### src/hdl/iops_pkg.sv
package iops_pkg;

  // ----------------------------------------------------------------
  // Register map
  // ----------------------------------------------------------------
  localparam logic [11:0] IOPS_CTRL_OFF   = 12'h000;
  localparam logic [11:0] IOPS_STATUS_OFF = 12'h004;
  localparam logic [11:0] IOPS_LOAD_OFF   = 12'h008;

  // Control fields
  localparam int IOPS_CTRL_TERM_LSB = 0;
  localparam int IOPS_CTRL_INV_BIT  = 2;
  localparam int IOPS_CTRL_UPU_BIT  = 3;
  localparam logic [3:0] IOPS_CTRL_RESET = 4'h0;
  localparam logic [3:0] IOPS_CTRL_MASK  = 4'hf;

  // Synchroniser reset: select strap idles high, supplies low
  localparam logic [6:0] IOPS_SYNC_RESET = 7'h08;

  // Load register: writing this bit ends configuration load
  localparam int IOPS_LOAD_DONE_BIT = 0;

  // Status fields
  localparam int IOPS_STAT_PHASE_LSB = 0;
  localparam int IOPS_STAT_MODE_LSB  = 4;
  localparam int IOPS_STAT_INITN_BIT = 7;
  localparam int IOPS_STAT_PSEL_BIT  = 8;
  localparam int IOPS_STAT_PWR_BIT   = 9;

  // Unused pin termination encodings
  localparam logic [1:0] IOPS_TERM_PULLDOWN = 2'h0;
  localparam logic [1:0] IOPS_TERM_PULLUP   = 2'h1;
  localparam logic [1:0] IOPS_TERM_FLOAT    = 2'h2;

  // ----------------------------------------------------------------
  // Timing
  // ----------------------------------------------------------------
  localparam logic [7:0] IOPS_MEMINIT_CYCLES = 8'h40;
  localparam logic [3:0] IOPS_STARTUP_DIV    = 4'h8;

  typedef enum logic [2:0] {
    IOPS_PH_POR     = 3'b000,
    IOPS_PH_MEMINIT = 3'b001,
    IOPS_PH_MODE    = 3'b010,
    IOPS_PH_LOAD    = 3'b011,
    IOPS_PH_SR_REL  = 3'b100,
    IOPS_PH_TS_REL  = 3'b101,
    IOPS_PH_WE_REL  = 3'b110,
    IOPS_PH_USER    = 3'b111
  } iops_phase_e;

endpackage

### src/hdl/iops_sequencer.sv
`timescale 1ns/10ps
module iops_sequencer
  import iops_pkg::*;
(
  input  wire logic        pclk,
  input  wire logic        presetn,
  input  wire logic        psel,
  input  wire logic        penable,
  input  wire logic        pwrite,
  input  wire logic [11:0] paddr,
  input  wire logic [31:0] pwdata,
  output logic      [31:0] prdata,
  output logic             pready,
  output logic             pslverr,
  input  wire logic        supply_core_ok,
  input  wire logic        supply_aux_ok,
  input  wire logic        supply_bank2_ok,
  input  wire logic        config_pullup_select_n,
  input  wire logic        cfg_mode_sel_0,
  input  wire logic        cfg_mode_sel_1,
  input  wire logic        cfg_mode_sel_2,
  output logic             init_done_n,
  output logic [2:0]       cfg_mode,
  output logic             global_set_reset,
  output logic             global_tristate,
  output logic             global_write_enable,
  output logic             io_reg_init_level,
  output logic             cfg_pullup_en,
  output logic             user_pullup_en,
  output logic             unused_pullup_en,
  output logic             unused_pulldown_en,
  output logic             pullup_select_gpio
);

  // ----------------------------------------------------------------
  // Decode
  // ----------------------------------------------------------------
  function automatic logic reg_hit(input logic [11:0] addr, input logic [11:0] off);
    reg_hit = (addr == off);
  endfunction

  // ----------------------------------------------------------------
  // State
  // ----------------------------------------------------------------
  logic [6:0]  sync1_q, sync1_d;
  logic [6:0]  sync2_q, sync2_d;
  iops_phase_e phase_q, phase_d;
  logic [7:0]  init_cnt_q, init_cnt_d;
  logic [3:0]  div_cnt_q, div_cnt_d;
  logic        tick_q, tick_d;
  logic [3:0]  ctrl_q, ctrl_d;
  logic        load_done_q, load_done_d;
  logic [2:0]  mode_q, mode_d;
  logic [31:0] prdata_q, prdata_d;
  logic        pslverr_q, pslverr_d;
  logic        pready_q, pready_d;
  logic        init_n_q, init_n_d;
  logic        gsr_q, gsr_d;
  logic        gts_q, gts_d;
  logic        gwe_q, gwe_d;
  logic        level_q, level_d;
  logic        cpu_q, cpu_d;
  logic        upu_q, upu_d;
  logic        unpu_q, unpu_d;
  logic        unpd_q, unpd_d;
  logic        gpio_q, gpio_d;

  logic        pwr_ok;
  logic        psel_n_s;
  logic        acc;
  logic        wr_ctrl;
  logic        wr_load;
  logic        mapped;
  logic        user_mode;
  logic [1:0]  term;

  assign pwr_ok    = &sync2_q[2:0];
  assign psel_n_s  = sync2_q[3];
  assign acc       = psel && penable && pready_q;
  assign mapped    = reg_hit(paddr, IOPS_CTRL_OFF) || reg_hit(paddr, IOPS_STATUS_OFF)
                     || reg_hit(paddr, IOPS_LOAD_OFF);
  assign wr_ctrl   = acc && pwrite && reg_hit(paddr, IOPS_CTRL_OFF);
  assign wr_load   = acc && pwrite && reg_hit(paddr, IOPS_LOAD_OFF);
  assign user_mode = (phase_q == IOPS_PH_USER);
  assign term      = ctrl_q[IOPS_CTRL_TERM_LSB +: 2];

  // ----------------------------------------------------------------
  // Next state
  // ----------------------------------------------------------------
  always_comb
  begin
    sync1_d = {cfg_mode_sel_2, cfg_mode_sel_1, cfg_mode_sel_0, config_pullup_select_n,
               supply_bank2_ok, supply_aux_ok, supply_core_ok};
    sync2_d = sync1_q;
    phase_d = phase_q;
    init_cnt_d = init_cnt_q;
    mode_d = mode_q;
    load_done_d = load_done_q;
    ctrl_d = ctrl_q;

    // Start-up clock enable
    if (div_cnt_q == IOPS_STARTUP_DIV - 4'h1)
    begin
      div_cnt_d = 4'h0;
      tick_d = 1'b1;
    end
    else
    begin
      div_cnt_d = div_cnt_q + 4'h1;
      tick_d = 1'b0;
    end

    if (wr_ctrl)
    begin
      ctrl_d = pwdata[3:0] & IOPS_CTRL_MASK;
    end
    if (wr_load && pwdata[IOPS_LOAD_DONE_BIT] && phase_q == IOPS_PH_LOAD)
    begin
      load_done_d = 1'b1;
    end

    case (phase_q)
      IOPS_PH_POR:
      begin
        init_cnt_d = 8'h00;
        load_done_d = 1'b0;
        if (pwr_ok)
        begin
          phase_d = IOPS_PH_MEMINIT;
        end
      end
      IOPS_PH_MEMINIT:
      begin
        init_cnt_d = init_cnt_q + 8'h01;
        if (init_cnt_q == IOPS_MEMINIT_CYCLES - 8'h01)
        begin
          phase_d = IOPS_PH_MODE;
        end
      end
      IOPS_PH_MODE:
      begin
        mode_d = sync2_q[6:4];
        phase_d = IOPS_PH_LOAD;
      end
      IOPS_PH_LOAD:
      begin
        if (load_done_q)
        begin
          phase_d = IOPS_PH_SR_REL;
        end
      end
      IOPS_PH_SR_REL:
      begin
        if (tick_q)
        begin
          phase_d = IOPS_PH_TS_REL;
        end
      end
      IOPS_PH_TS_REL:
      begin
        if (tick_q)
        begin
          phase_d = IOPS_PH_WE_REL;
        end
      end
      IOPS_PH_WE_REL:
      begin
        phase_d = IOPS_PH_USER;
      end
      IOPS_PH_USER:
      begin
        phase_d = IOPS_PH_USER;
      end
      default:
      begin
        phase_d = IOPS_PH_POR;
      end
    endcase
    if (!pwr_ok)
    begin
      phase_d = IOPS_PH_POR;
    end

    // Global nets and pad controls
    init_n_d = (phase_q != IOPS_PH_POR) && (phase_q != IOPS_PH_MEMINIT);
    gsr_d    = (phase_q <= IOPS_PH_LOAD);
    gts_d    = (phase_q <= IOPS_PH_SR_REL);
    gwe_d    = (phase_q >= IOPS_PH_WE_REL);
    level_d  = gsr_d ? 1'b0 : ctrl_q[IOPS_CTRL_INV_BIT];
    cpu_d    = gts_d && !psel_n_s;
    upu_d    = user_mode && ctrl_q[IOPS_CTRL_UPU_BIT];
    unpu_d   = !gts_d && (term == IOPS_TERM_PULLUP);
    unpd_d   = !gts_d && (term != IOPS_TERM_PULLUP) && (term != IOPS_TERM_FLOAT);
    gpio_d   = user_mode;

    // APB answer, zero wait states
    pready_d  = 1'b1;
    prdata_d  = 32'h0000_0000;
    pslverr_d = 1'b0;
    if (psel && !penable)
    begin
      pslverr_d = !mapped;
      if (!pwrite && reg_hit(paddr, IOPS_CTRL_OFF))
      begin
        prdata_d[3:0] = ctrl_q;
      end
      if (!pwrite && reg_hit(paddr, IOPS_STATUS_OFF))
      begin
        prdata_d[IOPS_STAT_PHASE_LSB +: 3] = phase_q;
        prdata_d[IOPS_STAT_MODE_LSB +: 3]  = mode_q;
        prdata_d[IOPS_STAT_INITN_BIT]      = init_n_q;
        prdata_d[IOPS_STAT_PSEL_BIT]       = psel_n_s;
        prdata_d[IOPS_STAT_PWR_BIT]        = pwr_ok;
      end
    end
    else if (psel && penable)
    begin
      prdata_d  = prdata_q;
      pslverr_d = pslverr_q;
    end
  end

  // ----------------------------------------------------------------
  // Registers
  // ----------------------------------------------------------------
  always_ff @(posedge pclk or negedge presetn)
  begin
    if (!presetn)
    begin
      sync1_q     <= IOPS_SYNC_RESET;
      sync2_q     <= IOPS_SYNC_RESET;
      phase_q     <= IOPS_PH_POR;
      init_cnt_q  <= 8'h00;
      div_cnt_q   <= 4'h0;
      tick_q      <= 1'b0;
      ctrl_q      <= IOPS_CTRL_RESET;
      load_done_q <= 1'b0;
      mode_q      <= 3'h0;
      prdata_q    <= 32'h0000_0000;
      pslverr_q   <= 1'b0;
      pready_q    <= 1'b0;
      init_n_q    <= 1'b0;
      gsr_q       <= 1'b1;
      gts_q       <= 1'b1;
      gwe_q       <= 1'b0;
      level_q     <= 1'b0;
      cpu_q       <= 1'b0;
      upu_q       <= 1'b0;
      unpu_q      <= 1'b0;
      unpd_q      <= 1'b0;
      gpio_q      <= 1'b0;
    end
    else
    begin
      sync1_q     <= sync1_d;
      sync2_q     <= sync2_d;
      phase_q     <= phase_d;
      init_cnt_q  <= init_cnt_d;
      div_cnt_q   <= div_cnt_d;
      tick_q      <= tick_d;
      ctrl_q      <= ctrl_d;
      load_done_q <= load_done_d;
      mode_q      <= mode_d;
      prdata_q    <= prdata_d;
      pslverr_q   <= pslverr_d;
      pready_q    <= pready_d;
      init_n_q    <= init_n_d;
      gsr_q       <= gsr_d;
      gts_q       <= gts_d;
      gwe_q       <= gwe_d;
      level_q     <= level_d;
      cpu_q       <= cpu_d;
      upu_q       <= upu_d;
      unpu_q      <= unpu_d;
      unpd_q      <= unpd_d;
      gpio_q      <= gpio_d;
    end
  end

  // ----------------------------------------------------------------
  // Outputs
  // ----------------------------------------------------------------
  assign prdata              = prdata_q;
  assign pready              = pready_q;
  assign pslverr             = pslverr_q;
  assign init_done_n         = init_n_q;
  assign cfg_mode            = mode_q;
  assign global_set_reset    = gsr_q;
  assign global_tristate     = gts_q;
  assign global_write_enable = gwe_q;
  assign io_reg_init_level   = level_q;
  assign cfg_pullup_en       = cpu_q;
  assign user_pullup_en      = upu_q;
  assign unused_pullup_en    = unpu_q;
  assign unused_pulldown_en  = unpd_q;
  assign pullup_select_gpio  = gpio_q;

endmodule // iops_sequencer

### config.mk
export PLATFORM = sky130hd
export DESIGN_NAME = iops_sequencer
export DESIGN_NICKNAME = d
export VERILOG_FILES = /design/src/hdl/iops_pkg.sv /design/src/hdl/iops_sequencer.sv
export SDC_FILE = /design/constraint.sdc
export NUM_CORES = 1
export LEC_CHECK = 0
export ABC_AREA = 1
export BUFFER_PORTS_ARGS = -buffer_cell sky130_fd_sc_hd__buf_2
export CORE_ASPECT_RATIO = 1.5
export CORE_MARGIN = 2
export CORE_UTILIZATION = 48
export DETAILED_ROUTE_END_ITERATION = 10
export HOLD_SLACK_MARGIN = 0.08
export PLACE_DENSITY = 0.89
export REMOVE_ABC_BUFFERS = 1
export SYNTH_ARGS = -nofsm -noshare
export SYNTH_HDL_FRONTEND = slang
export SYNTH_SLANG_ARGS = --single-unit
### constraint.sdc
create_clock -name pclk -period 1.8 [get_ports pclk]
set_clock_uncertainty 0.15 [all_clocks]
set_input_delay 0.36 -clock pclk [delete_from_list [all_inputs] [get_ports pclk]]
set_output_delay 0.36 -clock pclk [all_outputs]
set_load 0.03 [all_outputs]
==> summary.md <==
| Metric | Value |
|---|---|
| Run status | finished clean |
| FF+latch count, synth | 60 |
| Global Route met2 Usage | 31.7% |
| Total of buffers placed on input and output ports | 52 |
| Initial cell density of the core | roughly 50% |
| Worst Path Buf+Inv | 0 |
| Reg-to-reg slack, setup | between 0.2 and 0.25 ns |
| Final-report setup violation count | 0 |
| DRT Wirelength | between 4000 and 5000 um |
| Met1 track utilization from global routing | roughly 18% |
| Fin Setup TNS | 0 ns |
| CTS Buf Count | 9 |
| Remaining routing DRC violations | 0 |
| Final net count | slightly above 400 |
| Critical Path AT | between 1.5 and 2 ns |
| GRT Residual Overflow | 0 |
| Yosys warns | 0 |
| Predominant post-synthesis flop cell | dfrtp_1 |
| Clock latency on the worst-skew pair | between 0.3 and 0.4 ns |
| Max IR drop VDD | about 0.48 mV |
| Number of global-route vias before repair | about 2000 |
| Core region area | 5200 um2 |
| Antenna violations before repair | 0 |
| Largest buffer count on any clock path | 2 |
| Number of vias in the routed layout | between 1500 and 2000 |
| Launch point of the worst hold path | pwdata[2] |
| Final weighted congestion of routability-driven global placement | 0.844 |
| Register clock-pin slew on the reported worst setup and hold paths | 0.06 ns |
| CTS Root Cell | clkbuf_8 |
| Chain of cells forming the critical path | ha_1, nand3_1, nor2_1, nand4_1, nand2_1, nand2_2, nand2_1, nand2_1 |
| Per-instance average area after synthesis | 9.48 um2 |
| Cell area after synthesis | ~2600 um2 |
| Required time reported for the critical path endpoint | 1.88 ns |
| Detail-routed via count per cell | 4.73 |
| CTS tree | yes |
| Power density of the placed cells | between 800 and 900 nW/um2 |
| Endpoint of the lowest-slack register-to-register path | phase_q[0]$_DFFE_PN0P_ |
| CTS Sinks | 60 |
| Final standard cell area without fillers | between 3000 and 4000 um2 |
| Setup repair after global routing missed its margin | false |
| Hold EP | ctrl_q[2]$_DFFE_PN0P_ |
| Number of placement rows | 32 |
| Type of the worst setup path | reg -> reg |
| Maximum clock frequency | between 600 and 700 MHz |
| Number of enable-type register cells in the synthesized netlist | 0 |
| Die Area | slightly above 6000 um2 |
| Delay-heaviest family, CP | simple AND/OR/NAND/NOR gates |
| First-iteration detailed-routing DRC count | 133 |
| Largest fanout on the critical path | 4 |
| Launch instance of the worst register-to-register path | init_cnt_q[0]$_DFFE_PN0N_ |
| H-tree depth | 3 |
| Crit path largest cell delay | ~0.39 ns |
| Slowest stage cell on the critical path | dfrtp_1 |
| Post-synth ARST share | 100% |
| Most Frequent Cell on Critical Path | nand2_1 |
| Standby leakage power | 1.72 nW |
| WL/cell | 11.8 um |
| # IOs | a little over 100 |
| Post-detail-place hpwl | between 3000 and 4000 um |
| Share of cells above drive strength 1 | a little over a quarter |
| Area growth from synthesis to layout | 20.9% |
| Sort of element at the end of the critical path | flop |
| Most used routing layer in global routing | met2 |
| Cells on worst reg2reg path | 8 |
| Global-route wire length before repair | around 8100 um |
| Max-slew violations | 0 |
| Die height | between 90 and 100 um |
| Maxcap violations | 0 |
| Kind of start point of the critical path | flop |
| Number of distinct standard cells referenced by the synthesized netlist | 30 |
| Part of the cycle the worst path needs | 88.3% |
| Sequential area share after synthesis | between 50 and 60% |
| Count of antenna-violating nets left after detailed routing | 0 |
| Total count of hold-check failures in the final report | 0 |
| Pin count of the biggest net entering global routing | 61 |
| Detailed Routing Iterations Pass 1 | 4 |
| Hold Crit Depth | 3 |
| Met3 track demand over resource in global routing | 5.60% |
| Die width | approximately 64 um |
| Placed standard-cell area | 2900 um2 |
| Worst setup slack before clock tree synthesis | around 0.15 ns |
| Filler cell count in the final layout | around 440 |
| GRT Total Usage | a little under a fifth |
| PnR worst setup slack | 0.211 ns |
| Final critical-path required period | 1.59 ns |
| Synth Instances | approximately 280 |
| Post-CTS Repair Setup Buffers | 0 |
| Antenna Cells | 0 |
| Kind of path behind the tightest hold check | in -> reg |
==> registers in the layout (all words and copies together), names as in the netlist, 3 cells and up <==
register	cells
prdata	10
init_cnt_q	8
sync1_q	7
sync2_q	7
ctrl_q	4
div_cnt_q	4
cfg_mode	3
phase_q	3
==> metal layers <==
metal  vias to the layer above  wire length (um)
met5                         -                 0
met1                       925              1770
met2                        66              2770
met4                         0               108
met3                        13               278
li1                        974                 -
==> metrics by stage <==
stage	instances	hold WS [ns]	total power, mW	util [%]
global route	418	0.104	2.85	60.8
finish	418	0.0876	2.74	60.8
CTS	418	0.0861	2.76	60.8
floorplan	271	-0.0856	1.59	-
global placement	395	0.182	1.68	55.7
detailed placement	395	0.185	1.69	55.7
==> power by group <==
group,leakage [nW],total [mW],switching (mW),internal (mW)
Combinational,0.861,0.271,0.192,0.0796
Sequential,0.761,1.41,0.0230,1.39
Clock,0.0941,1.05,0.461,0.591
Total,1.72,2.74,0.676,2.06
==> logic make-up (layout without fill, tap and decap cells) <==
logic type | after synthesis | count (layout) | synth area share [%]
compound gates | 31 | 31 | 6.55
other cells | 2 | 23 | 0.287
simple gates | 113 | 113 | 20.1
buf+inv | 62 | 115 | 12.2
flops | 60 | 60 | 57.6
fa+ha+maj | 2 | 2 | 0.956
mux | 3 | 3 | 1.29
xor+xnor | 3 | 3 | 1.00
==> what timing repair did <==
item                                   4_1_cts  5_1_grt
resized for setup                            0        0
endpoints found under the hold margin       64        0
hold buffers                                 9        0
==> layout by cell type, fill, tap and decap left out, types with 3 or more instances in the layout <==
master	instances
nor3_1	4
o21ai_1	16
inv_2	5
xor2_1	3
buf_4	3
nand2_2	3
conb_1	23
nand4_1	9
o21ai_0	7
dlygate4sd3_1	9
nand2_1	56
dfrtp_1	56
clkbuf_8	12
nor2_1	23
nand3_1	11
mux2_2	3
dfstp_2	4
inv_1	31
buf_2	52
==> how the worst max path moves through the flow <==
stage	from	endpoint	slack, ns	cells after the start
final	init_cnt_q[0]$_DFFE_PN0N_	phase_q[0]$_DFFE_PN0P_	0.21	8
after detailed placement	paddr[3]	ctrl_q[0]$_DFFE_PN0P_	0.15	7
after CTS	init_cnt_q[0]$_DFFE_PN0N_	phase_q[0]$_DFFE_PN0P_	0.23	8
after floorplan	paddr[11]	ctrl_q[0]$_DFFE_PN0P_	0.16	7
after global placement	paddr[3]	ctrl_q[3]$_DFFE_PN0P_	0.22	7
after global routing	phase_q[1]$_DFFE_PN0P_	unused_pulldown_en$_DFF_PN0_	0.05	6
==> cell usage after synthesis, types with 3 or more instances <==
cell      n  area share (%)
dfrtp_1  56              54
nor3_1    4            0.77
nor2_1   23             3.3
nand4_1   9             2.2
inv_1    31             4.4
dfstp_2   4             4.0
mux2_2    3             1.3
xor2_1    3             1.0
nand2_2   3            0.72
nand3_1  11             2.1
o21ai_1  16             3.1
inv_2     5            0.72
buf_4    23             6.6
o21ai_0   7             1.3
nand2_1  56             8.0
==> area by class of cell <==
cell class / instances / area [um2] / share of cell area [%]
clock buffers: 12 / 165 / 5.22
clock inverters: 2 / 10.0 / 0.316
inverters: 36 / 135 / 4.27
multi-input cells: 175 / 868 / 27.5
flip-flops and latches: 60 / 1510 / 47.6
well taps: 68 / 85.1 / 2.69
repair buffers: 65 / 393 / 12.4
==> worst reg2reg max path, stage by stage, from the launching register on <==
cell and delay [ns]:
dfrtp_1 0.39, ha_1 0.23, nand3_1 0.11, nor2_1 0.19
nand4_1 0.11, nand2_1 0.12, nand2_2 0.08, nand2_1 0.06
nand2_1 0.05
No activity file was read; power rests on OpenSTA's default activity.
